**src/include/clock_source_pkg.sv**
```systemverilog
// Package: register map, field layout and source codes for the clock source selector
package clock_source_pkg;

  // Register offsets on the register port
  localparam logic [7:0] ADDR_PLL_REF_DSP = 8'h0d;
  localparam logic [7:0] ADDR_DAC_OSR = 8'h0e;
  localparam logic [7:0] ADDR_PUMP = 8'h0f;
  localparam logic [7:0] ADDR_DSP_DAC_PIN = 8'h10;
  localparam logic [7:0] ADDR_OSR_PUMP_PIN = 8'h11;
  localparam logic [7:0] ADDR_PLL_REF_PIN = 8'h12;

  // Field positions (low bit of each field)
  localparam int REF_SEL_LSB = 4;
  localparam int LOW_FIELD_LSB = 0;
  localparam int HIGH_FIELD_LSB = 4;

  // Values after reset
  localparam logic [7:0] REG_RESET = 8'h00;

  // Writable bit masks (reserved bits read zero)
  localparam logic [7:0] MASK_PLL_REF_DSP = 8'h17;
  localparam logic [7:0] MASK_TWO_FIELDS = 8'h77;
  localparam logic [7:0] MASK_LOW_FIELD = 8'h07;

  // Clock lines as they arrive at the selector, one bit each
  typedef struct packed {
    logic master_pin;
    logic bit_clk_pin;
    logic pll;
    logic osc;
    logic dac;
    logic serial_out_pin;
  } clk_sources_t;

  // Destination clocks produced by the selector
  typedef struct packed {
    logic pll_ref;
    logic dsp;
    logic dac;
    logic oversample;
    logic pump;
  } clk_outputs_t;

  // Register port request
  typedef struct packed {
    logic wr;
    logic rd;
    logic [7:0] addr;
    logic [7:0] wdata;
  } reg_req_t;

  // Selector source codes shared by the DSP and DAC dividers
  localparam logic [2:0] SRC_AUTO = 3'h0;
  localparam logic [2:0] SRC_PLL = 3'h1;
  localparam logic [2:0] SRC_OSC = 3'h2;
  localparam logic [2:0] SRC_MPIN = 3'h3;
  localparam logic [2:0] SRC_BPIN = 3'h4;
  localparam logic [2:0] SRC_GPIN = 3'h5;

  // Codes for the oversampling and charge-pump dividers
  localparam logic [2:0] SRC2_DAC = 3'h0;
  localparam logic [2:0] SRC2_AUTO = 3'h1;
  localparam logic [2:0] SRC2_PLL = 3'h2;
  localparam logic [2:0] SRC2_OSC = 3'h3;
  localparam logic [2:0] SRC2_MPIN = 3'h4;
  localparam logic [2:0] SRC2_BPIN = 3'h5;
  localparam logic [2:0] SRC2_GPIN = 3'h6;

  // PLL reference codes (3-bit view used by the automatic setup path)
  localparam logic [2:0] REF_MPIN = 3'h0;
  localparam logic [2:0] REF_BPIN = 3'h1;
  localparam logic [2:0] REF_OSC = 3'h2;
  localparam logic [2:0] REF_GPIN = 3'h3;

  // Pin-path code that routes the serial data out pin
  localparam logic [2:0] PIN_SERIAL_OUT = 3'h5;

  // Cycles spent in the gap state on a source change; the output stays low four cycles in all
  localparam logic [1:0] SWITCH_GAP_CYCLES = 2'h2;

endpackage : clock_source_pkg

```
**src/rtl/glitch_free_mux.sv**
```systemverilog
// One destination clock: glitch-free change of source with a low gap
`timescale 1ns/10ps
module glitch_free_mux
  import clock_source_pkg::*;
(
  input wire logic clk_i,
  input wire logic rst_n_i,
  input wire logic [2:0] sel_i,
  input wire logic sel_valid_i,
  input wire logic src_level_i,
  output logic clk_o
);

  typedef enum logic [1:0] {
    ST_RUN = 2'b00,
    ST_GAP = 2'b01,
    ST_LOAD = 2'b11
  } sw_state_t;

  sw_state_t state_reg, state_next;
  logic [2:0] sel_reg, sel_next;
  logic [1:0] gap_reg, gap_next;
  logic out_reg, out_next;

  always_comb begin
    state_next = state_reg;
    sel_next = sel_reg;
    gap_next = gap_reg;
    out_next = 1'b0;
    case (state_reg)
      ST_RUN: begin
        // A new code forces the output low before the new source is taken
        if (sel_i != sel_reg) begin
          state_next = ST_GAP;
          gap_next = SWITCH_GAP_CYCLES;
        end else begin
          out_next = src_level_i & sel_valid_i;
        end
      end
      ST_GAP: begin
        if (gap_reg <= 2'h1) begin
          state_next = ST_LOAD;
        end else begin
          gap_next = gap_reg - 2'h1;
        end
      end
      ST_LOAD: begin
        sel_next = sel_i;
        state_next = ST_RUN;
      end
      default: begin
        state_next = ST_RUN;
      end
    endcase
  end

  always_ff @(posedge clk_i or negedge rst_n_i) begin
    if (!rst_n_i) begin
      state_reg <= ST_RUN;
      sel_reg <= 3'h0;
      gap_reg <= 2'h0;
      out_reg <= 1'b0;
    end else begin
      state_reg <= state_next;
      sel_reg <= sel_next;
      gap_reg <= gap_next;
      out_reg <= out_next;
    end
  end

  assign clk_o = out_reg;

endmodule : glitch_free_mux

```
**src/rtl/clock_source_select.sv**
```systemverilog
// Clock source selector: select registers and the five destination clock muxes
//
// What this block does
// Bit 4 of the first register picks the master clock pin (0) or bit clock pin (1) for the PLL.
// In automatic clock setup the PLL reference setting is ignored and the auto choice is used.
// PLL reference code 010 means oscillator, 011 means pin path, codes 100 to 111 mute it.
// DSP divider field bits 2-0 pick auto master, PLL, oscillator, master pin, bit clock, pin path.
// The auto master source picks the PLL or master pin when present, else the oscillator.
// DAC divider field bits 6-4 uses the DSP code table and mutes on other codes.
// Oversampling field picks DAC clock, auto, PLL, oscillator, master pin, bit clock, pin path.
// Charge-pump field uses 000 to 110 in the same order as the oversampling field.
// The oversampling and charge-pump pin path uses its own field of the pin register at 0x11.
// DSP and DAC pin-source fields route the serial out pin on 101 and mute otherwise.
// The PLL reference pin-source field routes the serial out pin on 101 and mutes otherwise.
// A change of any select code (not a pin-source field) gates the output low so no runt pulse appears.
`timescale 1ns/10ps
module clock_source_select
  import clock_source_pkg::*;
(
  input wire logic clk_i,
  input wire logic rst_n_i,
  input wire reg_req_t req_i,
  output logic [7:0] rdata_o,
  input wire clk_sources_t src_i,
  input wire logic auto_setup_i,
  input wire logic [2:0] auto_ref_sel_i,
  input wire logic master_present_i,
  output clk_outputs_t clk_o
);

  logic [7:0] ref_dsp_reg, ref_dsp_next;
  logic [7:0] dac_osr_reg, dac_osr_next;
  logic [7:0] pump_reg, pump_next;
  logic [7:0] dsp_dac_pin_reg, dsp_dac_pin_next;
  logic [7:0] osr_pump_pin_reg, osr_pump_pin_next;
  logic [7:0] ref_pin_reg, ref_pin_next;
  logic [7:0] rdata_reg, rdata_next;

  always_comb begin
    ref_dsp_next = ref_dsp_reg;
    dac_osr_next = dac_osr_reg;
    pump_next = pump_reg;
    dsp_dac_pin_next = dsp_dac_pin_reg;
    osr_pump_pin_next = osr_pump_pin_reg;
    ref_pin_next = ref_pin_reg;
    rdata_next = rdata_reg;
    if (req_i.wr) begin
      case (req_i.addr)
        ADDR_PLL_REF_DSP: ref_dsp_next = req_i.wdata & MASK_PLL_REF_DSP;
        ADDR_DAC_OSR: dac_osr_next = req_i.wdata & MASK_TWO_FIELDS;
        ADDR_PUMP: pump_next = req_i.wdata & MASK_LOW_FIELD;
        ADDR_DSP_DAC_PIN: dsp_dac_pin_next = req_i.wdata & MASK_TWO_FIELDS;
        ADDR_OSR_PUMP_PIN: osr_pump_pin_next = req_i.wdata & MASK_TWO_FIELDS;
        ADDR_PLL_REF_PIN: ref_pin_next = req_i.wdata & MASK_LOW_FIELD;
        default: ;
      endcase
    end
    if (req_i.rd) begin
      case (req_i.addr)
        ADDR_PLL_REF_DSP: rdata_next = ref_dsp_reg;
        ADDR_DAC_OSR: rdata_next = dac_osr_reg;
        ADDR_PUMP: rdata_next = pump_reg;
        ADDR_DSP_DAC_PIN: rdata_next = dsp_dac_pin_reg;
        ADDR_OSR_PUMP_PIN: rdata_next = osr_pump_pin_reg;
        ADDR_PLL_REF_PIN: rdata_next = ref_pin_reg;
        default: rdata_next = 8'h00;
      endcase
    end
  end

  always_ff @(posedge clk_i or negedge rst_n_i) begin
    if (!rst_n_i) begin
      ref_dsp_reg <= REG_RESET;
      dac_osr_reg <= REG_RESET;
      pump_reg <= REG_RESET;
      dsp_dac_pin_reg <= REG_RESET;
      osr_pump_pin_reg <= REG_RESET;
      ref_pin_reg <= REG_RESET;
      rdata_reg <= REG_RESET;
    end else begin
      ref_dsp_reg <= ref_dsp_next;
      dac_osr_reg <= dac_osr_next;
      pump_reg <= pump_next;
      dsp_dac_pin_reg <= dsp_dac_pin_next;
      osr_pump_pin_reg <= osr_pump_pin_next;
      ref_pin_reg <= ref_pin_next;
      rdata_reg <= rdata_next;
    end
  end

  assign rdata_o = rdata_reg;

  // Field views
  logic [2:0] dsp_sel, dac_sel, osr_sel, pump_sel;
  logic [2:0] dsp_pin, dac_pin, osr_pin, pump_pin, ref_pin;
  assign dsp_sel = ref_dsp_reg[LOW_FIELD_LSB +: 3];
  assign dac_sel = dac_osr_reg[HIGH_FIELD_LSB +: 3];
  assign osr_sel = dac_osr_reg[LOW_FIELD_LSB +: 3];
  assign pump_sel = pump_reg[LOW_FIELD_LSB +: 3];
  assign dsp_pin = dsp_dac_pin_reg[HIGH_FIELD_LSB +: 3];
  assign dac_pin = dsp_dac_pin_reg[LOW_FIELD_LSB +: 3];
  assign pump_pin = osr_pump_pin_reg[HIGH_FIELD_LSB +: 3];
  assign osr_pin = osr_pump_pin_reg[LOW_FIELD_LSB +: 3];
  assign ref_pin = ref_pin_reg[LOW_FIELD_LSB +: 3];

  // Pin path per destination; a non-serial-out code leaves the path muted
  logic dsp_gpin, dac_gpin, osr_gpin, pump_gpin, ref_gpin;
  assign dsp_gpin = (dsp_pin == PIN_SERIAL_OUT) & src_i.serial_out_pin;
  assign dac_gpin = (dac_pin == PIN_SERIAL_OUT) & src_i.serial_out_pin;
  assign osr_gpin = (osr_pin == PIN_SERIAL_OUT) & src_i.serial_out_pin;
  assign pump_gpin = (pump_pin == PIN_SERIAL_OUT) & src_i.serial_out_pin;
  assign ref_gpin = (ref_pin == PIN_SERIAL_OUT) & src_i.serial_out_pin;

  // Auto master: PLL or master pin when the master clock is seen, else oscillator
  logic auto_master;
  assign auto_master = master_present_i ? (src_i.pll | src_i.master_pin) : src_i.osc;

  // PLL reference; the register holds one bit, the auto path a full code
  logic [2:0] ref_code;
  logic ref_level, ref_valid;
  always_comb begin
    if (auto_setup_i) begin
      ref_code = auto_ref_sel_i;
    end else begin
      ref_code = {2'b00, ref_dsp_reg[REF_SEL_LSB]};
    end
    ref_valid = 1'b1;
    case (ref_code)
      REF_MPIN: ref_level = src_i.master_pin;
      REF_BPIN: ref_level = src_i.bit_clk_pin;
      REF_OSC: ref_level = src_i.osc;
      REF_GPIN: ref_level = ref_gpin;
      default: begin
        ref_level = 1'b0;
        ref_valid = 1'b0;
      end
    endcase
  end

  // DSP and DAC share one code table
  function automatic logic pick_main(input logic [2:0] code, input clk_sources_t s,
                                     input logic am, input logic gp);
    case (code)
      SRC_AUTO: pick_main = am;
      SRC_PLL: pick_main = s.pll;
      SRC_OSC: pick_main = s.osc;
      SRC_MPIN: pick_main = s.master_pin;
      SRC_BPIN: pick_main = s.bit_clk_pin;
      SRC_GPIN: pick_main = gp;
      default: pick_main = 1'b0;
    endcase
  endfunction : pick_main

  // Oversampling and charge pump share one code table
  function automatic logic pick_aux(input logic [2:0] code, input clk_sources_t s,
                                    input logic am, input logic gp);
    case (code)
      SRC2_DAC: pick_aux = s.dac;
      SRC2_AUTO: pick_aux = am;
      SRC2_PLL: pick_aux = s.pll;
      SRC2_OSC: pick_aux = s.osc;
      SRC2_MPIN: pick_aux = s.master_pin;
      SRC2_BPIN: pick_aux = s.bit_clk_pin;
      SRC2_GPIN: pick_aux = gp;
      default: pick_aux = 1'b0;
    endcase
  endfunction : pick_aux

  logic dsp_level, dac_level, osr_level, pump_level;
  assign dsp_level = pick_main(dsp_sel, src_i, auto_master, dsp_gpin);
  assign dac_level = pick_main(dac_sel, src_i, auto_master, dac_gpin);
  assign osr_level = pick_aux(osr_sel, src_i, auto_master, osr_gpin);
  assign pump_level = pick_aux(pump_sel, src_i, auto_master, pump_gpin);

  // Each destination changes source through a gap, so no shortened pulse leaks out
  // The gap costs four low cycles per change; dividers downstream must tolerate that
  glitch_free_mux u_ref (
    .clk_i(clk_i),
    .rst_n_i(rst_n_i),
    .sel_i(ref_code),
    .sel_valid_i(ref_valid),
    .src_level_i(ref_level),
    .clk_o(clk_o.pll_ref)
  );

  // Reserved codes already select a constant low, so these muxes need no valid flag
  glitch_free_mux u_dsp (
    .clk_i(clk_i),
    .rst_n_i(rst_n_i),
    .sel_i(dsp_sel),
    .sel_valid_i(1'b1),
    .src_level_i(dsp_level),
    .clk_o(clk_o.dsp)
  );

  glitch_free_mux u_dac (
    .clk_i(clk_i),
    .rst_n_i(rst_n_i),
    .sel_i(dac_sel),
    .sel_valid_i(1'b1),
    .src_level_i(dac_level),
    .clk_o(clk_o.dac)
  );

  glitch_free_mux u_osr (
    .clk_i(clk_i),
    .rst_n_i(rst_n_i),
    .sel_i(osr_sel),
    .sel_valid_i(1'b1),
    .src_level_i(osr_level),
    .clk_o(clk_o.oversample)
  );

  glitch_free_mux u_pump (
    .clk_i(clk_i),
    .rst_n_i(rst_n_i),
    .sel_i(pump_sel),
    .sel_valid_i(1'b1),
    .src_level_i(pump_level),
    .clk_o(clk_o.pump)
  );

endmodule : clock_source_select

```
**config.mk**
```make
export PLATFORM = sky130hd
export DESIGN_NAME = clock_source_select
export DESIGN_NICKNAME = d
export VERILOG_FILES = /design/src/include/clock_source_pkg.sv /design/src/rtl/glitch_free_mux.sv /design/src/rtl/clock_source_select.sv
export SDC_FILE = /design/constraint.sdc
export NUM_CORES = 1
export LEC_CHECK = 0
export BUFFER_PORTS_ARGS = -buffer_cell sky130_fd_sc_hd__buf_2
export CAP_MARGIN = 30
export CORE_ASPECT_RATIO = 1.2
export CORE_MARGIN = 4
export CORE_UTILIZATION = 53
export CTS_CLUSTER_DIAMETER = 60
export DETAILED_ROUTE_END_ITERATION = 8
export GPL_TIMING_DRIVEN = 0
export HOLD_SLACK_MARGIN = 0.05
export PLACE_DENSITY = 0.86
export SYNTH_ARGS = -nofsm -noshare
export SYNTH_HDL_FRONTEND = slang
export SYNTH_SLANG_ARGS = --single-unit
```
**constraint.sdc**
```tcl
create_clock -name clk_i -period 1.33 [get_ports clk_i]
set_input_delay 0.0665 -clock clk_i [delete_from_list [all_inputs] [get_ports clk_i]]
set_output_delay 0.0665 -clock clk_i [all_outputs]
set_load 0.02 [all_outputs]
```
=== Word level (Yosys, flattened, before mapping) ===
Cells that the tools add are included.

* $add $sub $neg: 5
* $lt $le $gt $ge: 5
* Equal/unequal tests: 66
* Mux-type cells: 49
* Bitwise operators: 7
* Reduce and logical (&&, ||, !) cells: 32

{| class="wikitable"
|+ Operators by type and width
! operator !! number
|-
| 3-bit == test (second input constant) || 15
|-
| 7-bit case mux with 6 select lines || 1
|-
| 2-bit 2-to-1 mux || 20
|-
| 2-bit case mux with 2 select lines || 10
|-
| 3-bit by 2-bit == test with 1-bit output (second input constant) || 10
|-
| 8-bit by 4-bit == test with 1-bit output (second input constant) || 3
|-
| 8-bit by 5-bit == test with 1-bit output (second input constant) || 3
|-
| 2-bit AND reduction || 11
|-
| 2-bit by 1-bit != test with 1-bit output (second input constant) || 10
|-
| 3-bit by 1-bit == test with 1-bit output (second input constant) || 5
|-
| 3-bit zero test || 5
|-
| 3-bit != test || 5
|-
| 3-bit AND reduction || 5
|-
| 1-bit case mux with 7 select lines || 2
|-
| 1-bit 2-to-1 mux || 12
|-
| 1-bit case mux with 6 select lines || 2
|-
| 2-bit by 1-bit == test with 1-bit output (second input constant) || 5
|-
| 2-bit == test (second input constant) || 5
|-
| 2-bit by 1-bit less-or-equal comparator with 1-bit output (second input constant) || 5
|-
| 2-bit zero test || 5
|-
| 2-bit != test (second input constant) || 5
|-
| 2-bit nonzero test || 5
|-
| 2-bit by 1-bit subtractor with 2-bit output (second input constant) || 5
|-
| 1-bit AND || 6
|-
| 4 further kinds || 4
|}

* Register bits: 76
* Input port bits: 31
* Output and inout bits: 13
* Logic and storage cells: 191

=== Depth between registers and ports, before layout ===
* Depth after elaboration: 7
* Gate-level depth with buffers: 6
* Gate-level depth less buffers: 6

=== Cells and area by module ===
From an unflattened synthesis, not the netlist that was laid out.

* Cell total of the unflattened synthesis: 327
* Area total of the unflattened synthesis: 3888.7 µm²

{| class="wikitable"
|+ Modules (own cells, without submodules)
! module !! times used !! cells an instance !! area an instance (µm²) !! seq. area each (µm²)
|-
| clock_source_select || 1 || 167 || 1999.4 || 850.8
|-
| glitch_free_mux || 5 || 32 || 377.9 || 200.2
|}

=== Worst setup path before layout ===
No wires, ideal clock.

* Kind: input-to-reg
* From: input req_i[13] (netlist bit)
* To: register ref_dsp_reg[0]
* Setup time: 125 ps
* Data arrival time: 1555 ps
* Required time: 1205 ps
* Path slack: -350 ps
* Stages on the path: 5
* Buffers on the path: 1
* Path through: or3_1 -> buf_2 -> nor3_4 -> nor3b_4 -> mux2_2

* Longest elaborated chain between the ends: 2

{| class="wikitable"
|+ Ends and longest elaborated chain
! what !! line !! source
|-
| start, declared || clock_source_select.sv:22 || <nowiki>input wire reg_req_t req_i,</nowiki>
|-
| 8-bit by 4-bit == test with 1-bit output || clock_source_select.sv:48 || <nowiki>case (req_i.addr)</nowiki>
|-
| 2-bit AND reduction (no source line) || -- ||
|-
| end signal, assigned || clock_source_select.sv:81 || <nowiki>ref_dsp_reg <= ref_dsp_next;</nowiki>
|-
| end, declared || clock_source_select.sv:31 || <nowiki>logic [7:0] ref_dsp_reg, ref_dsp_next;</nowiki>
|}

No other way between the ends.
A chain may end at the register's enable or synchronous reset.

=== Worst setup path in the final report ===
* From: register ref_dsp_reg[0]
* To: register u_dsp.out_reg (netlist: u_dsp.clk_o)

* Longest elaborated chain between the ends: 4
* Elaborated cells on any way between the ends: 10
* Those cells by class: eq/ne (6); mux (3); reduce/logical (1)

{| class="wikitable"
|+ Ends and longest elaborated chain
! what !! line !! source
|-
| 3-bit == test (tied with other cells) || clock_source_select.sv:143 || <nowiki>case (code)</nowiki>
|-
| 1-bit case mux with 6 select lines || clock_source_select.sv:143 ||
|-
| 1-bit 2-to-1 mux * || glitch_free_mux.sv:33 || <nowiki>if (sel_i != sel_reg) begin</nowiki>
|-
| 1-bit 2-to-1 mux * || glitch_free_mux.sv:30 || <nowiki>case (state_reg)</nowiki>
|-
| net u_dsp.out_next || glitch_free_mux.sv:23 || <nowiki>logic out_reg, out_next;</nowiki>
|-
| end signal, assigned || glitch_free_mux.sv:67 || <nowiki>out_reg <= out_next;</nowiki>
|-
| end, declared || glitch_free_mux.sv:23 ||
|}

Mark *: on every way through the listed nets, which the timed path passes. The rest lies on a longest branch.

==> results.toml <==
[outcome]
status = "finished with violations"
violations = "negative setup slack"

[finish]
layout-drive-gt1-share_pct = 48.1
n_fill_cell = 455
seq_area_sq_um = 1870
nets = 489
syn_to_final_growth_pct = 34.3
fin_cells = 547
post-route-util_pct = 72.9
diodes = 0
multi_input_area_sq_um = 2320

[timing]
drv_slew = 0
period_needed_ns = 1.42
tightest_slew_ns = 0.945
holdWs_ns = 0.0846
finalHoldViolCount = 0
fin_worst_skew_ns = 0.0127
rsz0062_at_grt = "yes"
max_freq_ghz = 0.703
maxSlewHeadroom_pct = 37.0
finalCritPeriodShare_pct = 107
fin_ws_ns = -0.0922
setup_viol = 8

[die]
die-area_sq_um = 8850
pin_count = 44
core_sq_um = 7230
die_w_microns = 86.6
row_count = 34
initial_utilization_pct = 54.3
die_h_microns = 102

[cts]
clock_latency_ns = 0.35
clk_pin_slew_ns = 0.08
clockRootBuffer = "clkbuf_8"
cts.sinks = 74
clk_path_buf_depth = 2
cts_inserted_buffers = 9
htreeDepth = 3
cts_tree = "done"

[yosys]
postSynthCellCount = 357
synth_edf_count = 0
synth.top_cells.by_area = "dfrtp_1, mux2_2, mux2i_1, xor2_1, nand2_1"
ys_seq_area_share_pct = 47.2
ys_types = 52
ys_ff_latch = 74
synth_warnings = 0
avgSynthCellArea_sq_um = 11.0
synth_area_sq_um = 3930
yosysTopAreaCell = "dfrtp_1"
synth-async-reset-ratio_pct = 100
synth-main-ff-cell = "dfrtp_1"
synth.top_cell.area_share_pct = 47.2

[setup_path]
r2r-start = "ref_dsp_reg[0]$_DFFE_PN0P_"
critPathSlowestCell = "dfrtp_2"
cp_num_buf_inv = 1
slowest_delay_ns = 0.46
critPathRequiredTime_ns = 1.59
startpoint_type = "flip-flop"
path_cells = "buf_6 > mux2i_1 > o21ai_1 > nand3b_1 > a211oi_2"
arrival_ns = 1.68
r2r_slack_ns = -0.09
rr_worst_depth = 5
worstSetupEndpointType = "flip-flop"
path_delay_family = "compound AO/OA/AOI/OAI gates"
path_class = "flip-flop to flip-flop"
r2r-end = "u_dsp.clk_o$_DFF_PN0_"
crit_path_max_fanout = 4

[global_routing]
grt_pass1_vias = 3252
grt_antenna_before_repair = 0
grt_overflow = 0
grtUsageTotal_pct = 23.6
grt_pass1_wl_mm = 16.1
grt_start_max_net_pins = 75

[power_and_ir_drop]
leakage_nw = 2.51
peakVddDrop_uv = 924
p_per_area_nw_per_um2 = 1550
total_power_mw = 8.17

[hold_path]
worstHoldPathType = "input pin to flip-flop"
hold_depth = 2
min_from = "req_i[0]"
hold_end = "pump_reg[0]$_DFFE_PN0P_"

[detailed_routing]
drt-total-wl_mm = 11.1
via_per_inst = 6.14
drc = 0
dr.first_iter.drc_count = 195
first_pass_iters = 5
routedWlPerCell_microns = 20.3
vias = 3361
antenna_left = 0

[place]
place_ws_ns = -0.614
portBuffers = 36
gp_congestion = 0.837
placed_cells = 484
hpwlAfterDp_mm = 6.17

[flow_run]
maxCapViolCount = 0
synthesized netlist by cell type (all sizes together), types with 6 or more instances:
cell    instances
inv             9
mux2i          14
dfrtp          74
nand2          26
nor3            6
buf            10
nor2           24
o21ai          16
a21oi           7
nor2b          13
a211oi          7
xor2           12
nor4            6
mux2           49
o31ai           6
clkbuf         12
power by group:
| part | total [mW] | switching (mW) | internal [mW] |
|---|---|---|---|
| clock network | 1.71 | 0.810 | 0.903 |
| registers | 3.25 | 0.507 | 2.74 |
| logic | 3.21 | 1.48 | 1.73 |
worst max path at each step:
stage,from,end,slack (ns),cells after the start
CTS,ref_dsp_reg[0]$_DFFE_PN0P_,u_dsp.clk_o$_DFF_PN0_,-0.05,4
detailed placement,req_i[13],ref_dsp_reg[4]$_DFFE_PN0P_,-0.61,6
global placement,req_i[13],ref_dsp_reg[2]$_DFFE_PN0P_,-0.58,6
finish,ref_dsp_reg[0]$_DFFE_PN0P_,u_dsp.clk_o$_DFF_PN0_,-0.09,5
floorplan,req_i[13],ref_dsp_reg[0]$_DFFE_PN0P_,-0.34,5
global route,ref_dsp_reg[0]$_DFFE_PN0P_,u_dsp.clk_o$_DFF_PN0_,-0.12,5
final cells by class:
class / count / share of cell area [%]
Buffer: 15 / 1.78
Clock buffer: 12 / 2.75
Clock inverter: 3 / 0.760
Inverter: 9 / 0.641
Multi-Input combinational cell: 253 / 44.1
Sequential cell: 74 / 35.4
Tap cell: 90 / 2.14
Timing Repair Buffer: 91 / 12.5
worst register-to-register path: stages, from the launching register on:
cell      delay, ns
dfrtp_2        0.46
buf_6          0.14
mux2i_1        0.12
o21ai_1        0.20
nand3b_1       0.13
a211oi_2       0.27
metrics by stage:
step	TNS (ns)	instance area [sq um]
6_report	-0.243	5270
5_1_grt	-0.848	5270
4_1_cts	-0.160	4950
3_5_place_dp	-14.96	4300
3_3_place_gp	-30.00	4300
2_1_floorplan	-4.73	4010
metal layers:
layer | part of all wire (%) | track usage (%)
met3 | 5.5 | 4.68
met4 | 4.2 | 10.9
met1 | 38 | 28.7
met2 | 52 | 40.4
met5 | 0 | 0
placed cells by master, fill, tap and decap left out, types with 3 or more instances in the layout:
master          n
a211oi_2        5
a21oi_1         5
a221oi_2        3
a22o_1          3
a2bb2oi_1       3
buf_2          34
buf_4          50
buf_6           6
clkbuf_1        6
clkbuf_8       10
dfrtp_1        62
dfrtp_2        12
dlygate4sd3_1   8
ha_2            3
inv_1           7
mux2_2         32
mux2_4         17
mux2i_1        13
nand2_1        25
nand2b_1        3
nor2_1         21
nor2b_1         7
nor2b_2         3
nor2b_4         3
nor3_1          4
nor3b_1         4
nor4_4          4
o21ai_0        11
o21ai_1         4
o2bb2ai_1       5
o31ai_1         6
xor2_1          6
xor2_2          3
xor2_4          3
logic make-up (layout without fill, tap and decap cells):
group	after synthesis	in the layout	synth area share [%]
flops	74	74	47.2
simple gates	104	104	15.0
mux	63	63	17.6
buf+inv	31	130	3.70
xor+xnor	14	14	3.12
other cells	1	2	0.0955
compound gates	65	65	11.7
fa+ha+maj	5	5	1.59
timing repair:
action                                 CTS  global route
buffers inserted                        32            14
setup endpoints to repair               38            46
endpoints found under the hold margin   96             0
hold buffers                             9             0
resized for setup                       36            56
pin swaps                               14            23
No activity file was read; power rests on OpenSTA's default activity.
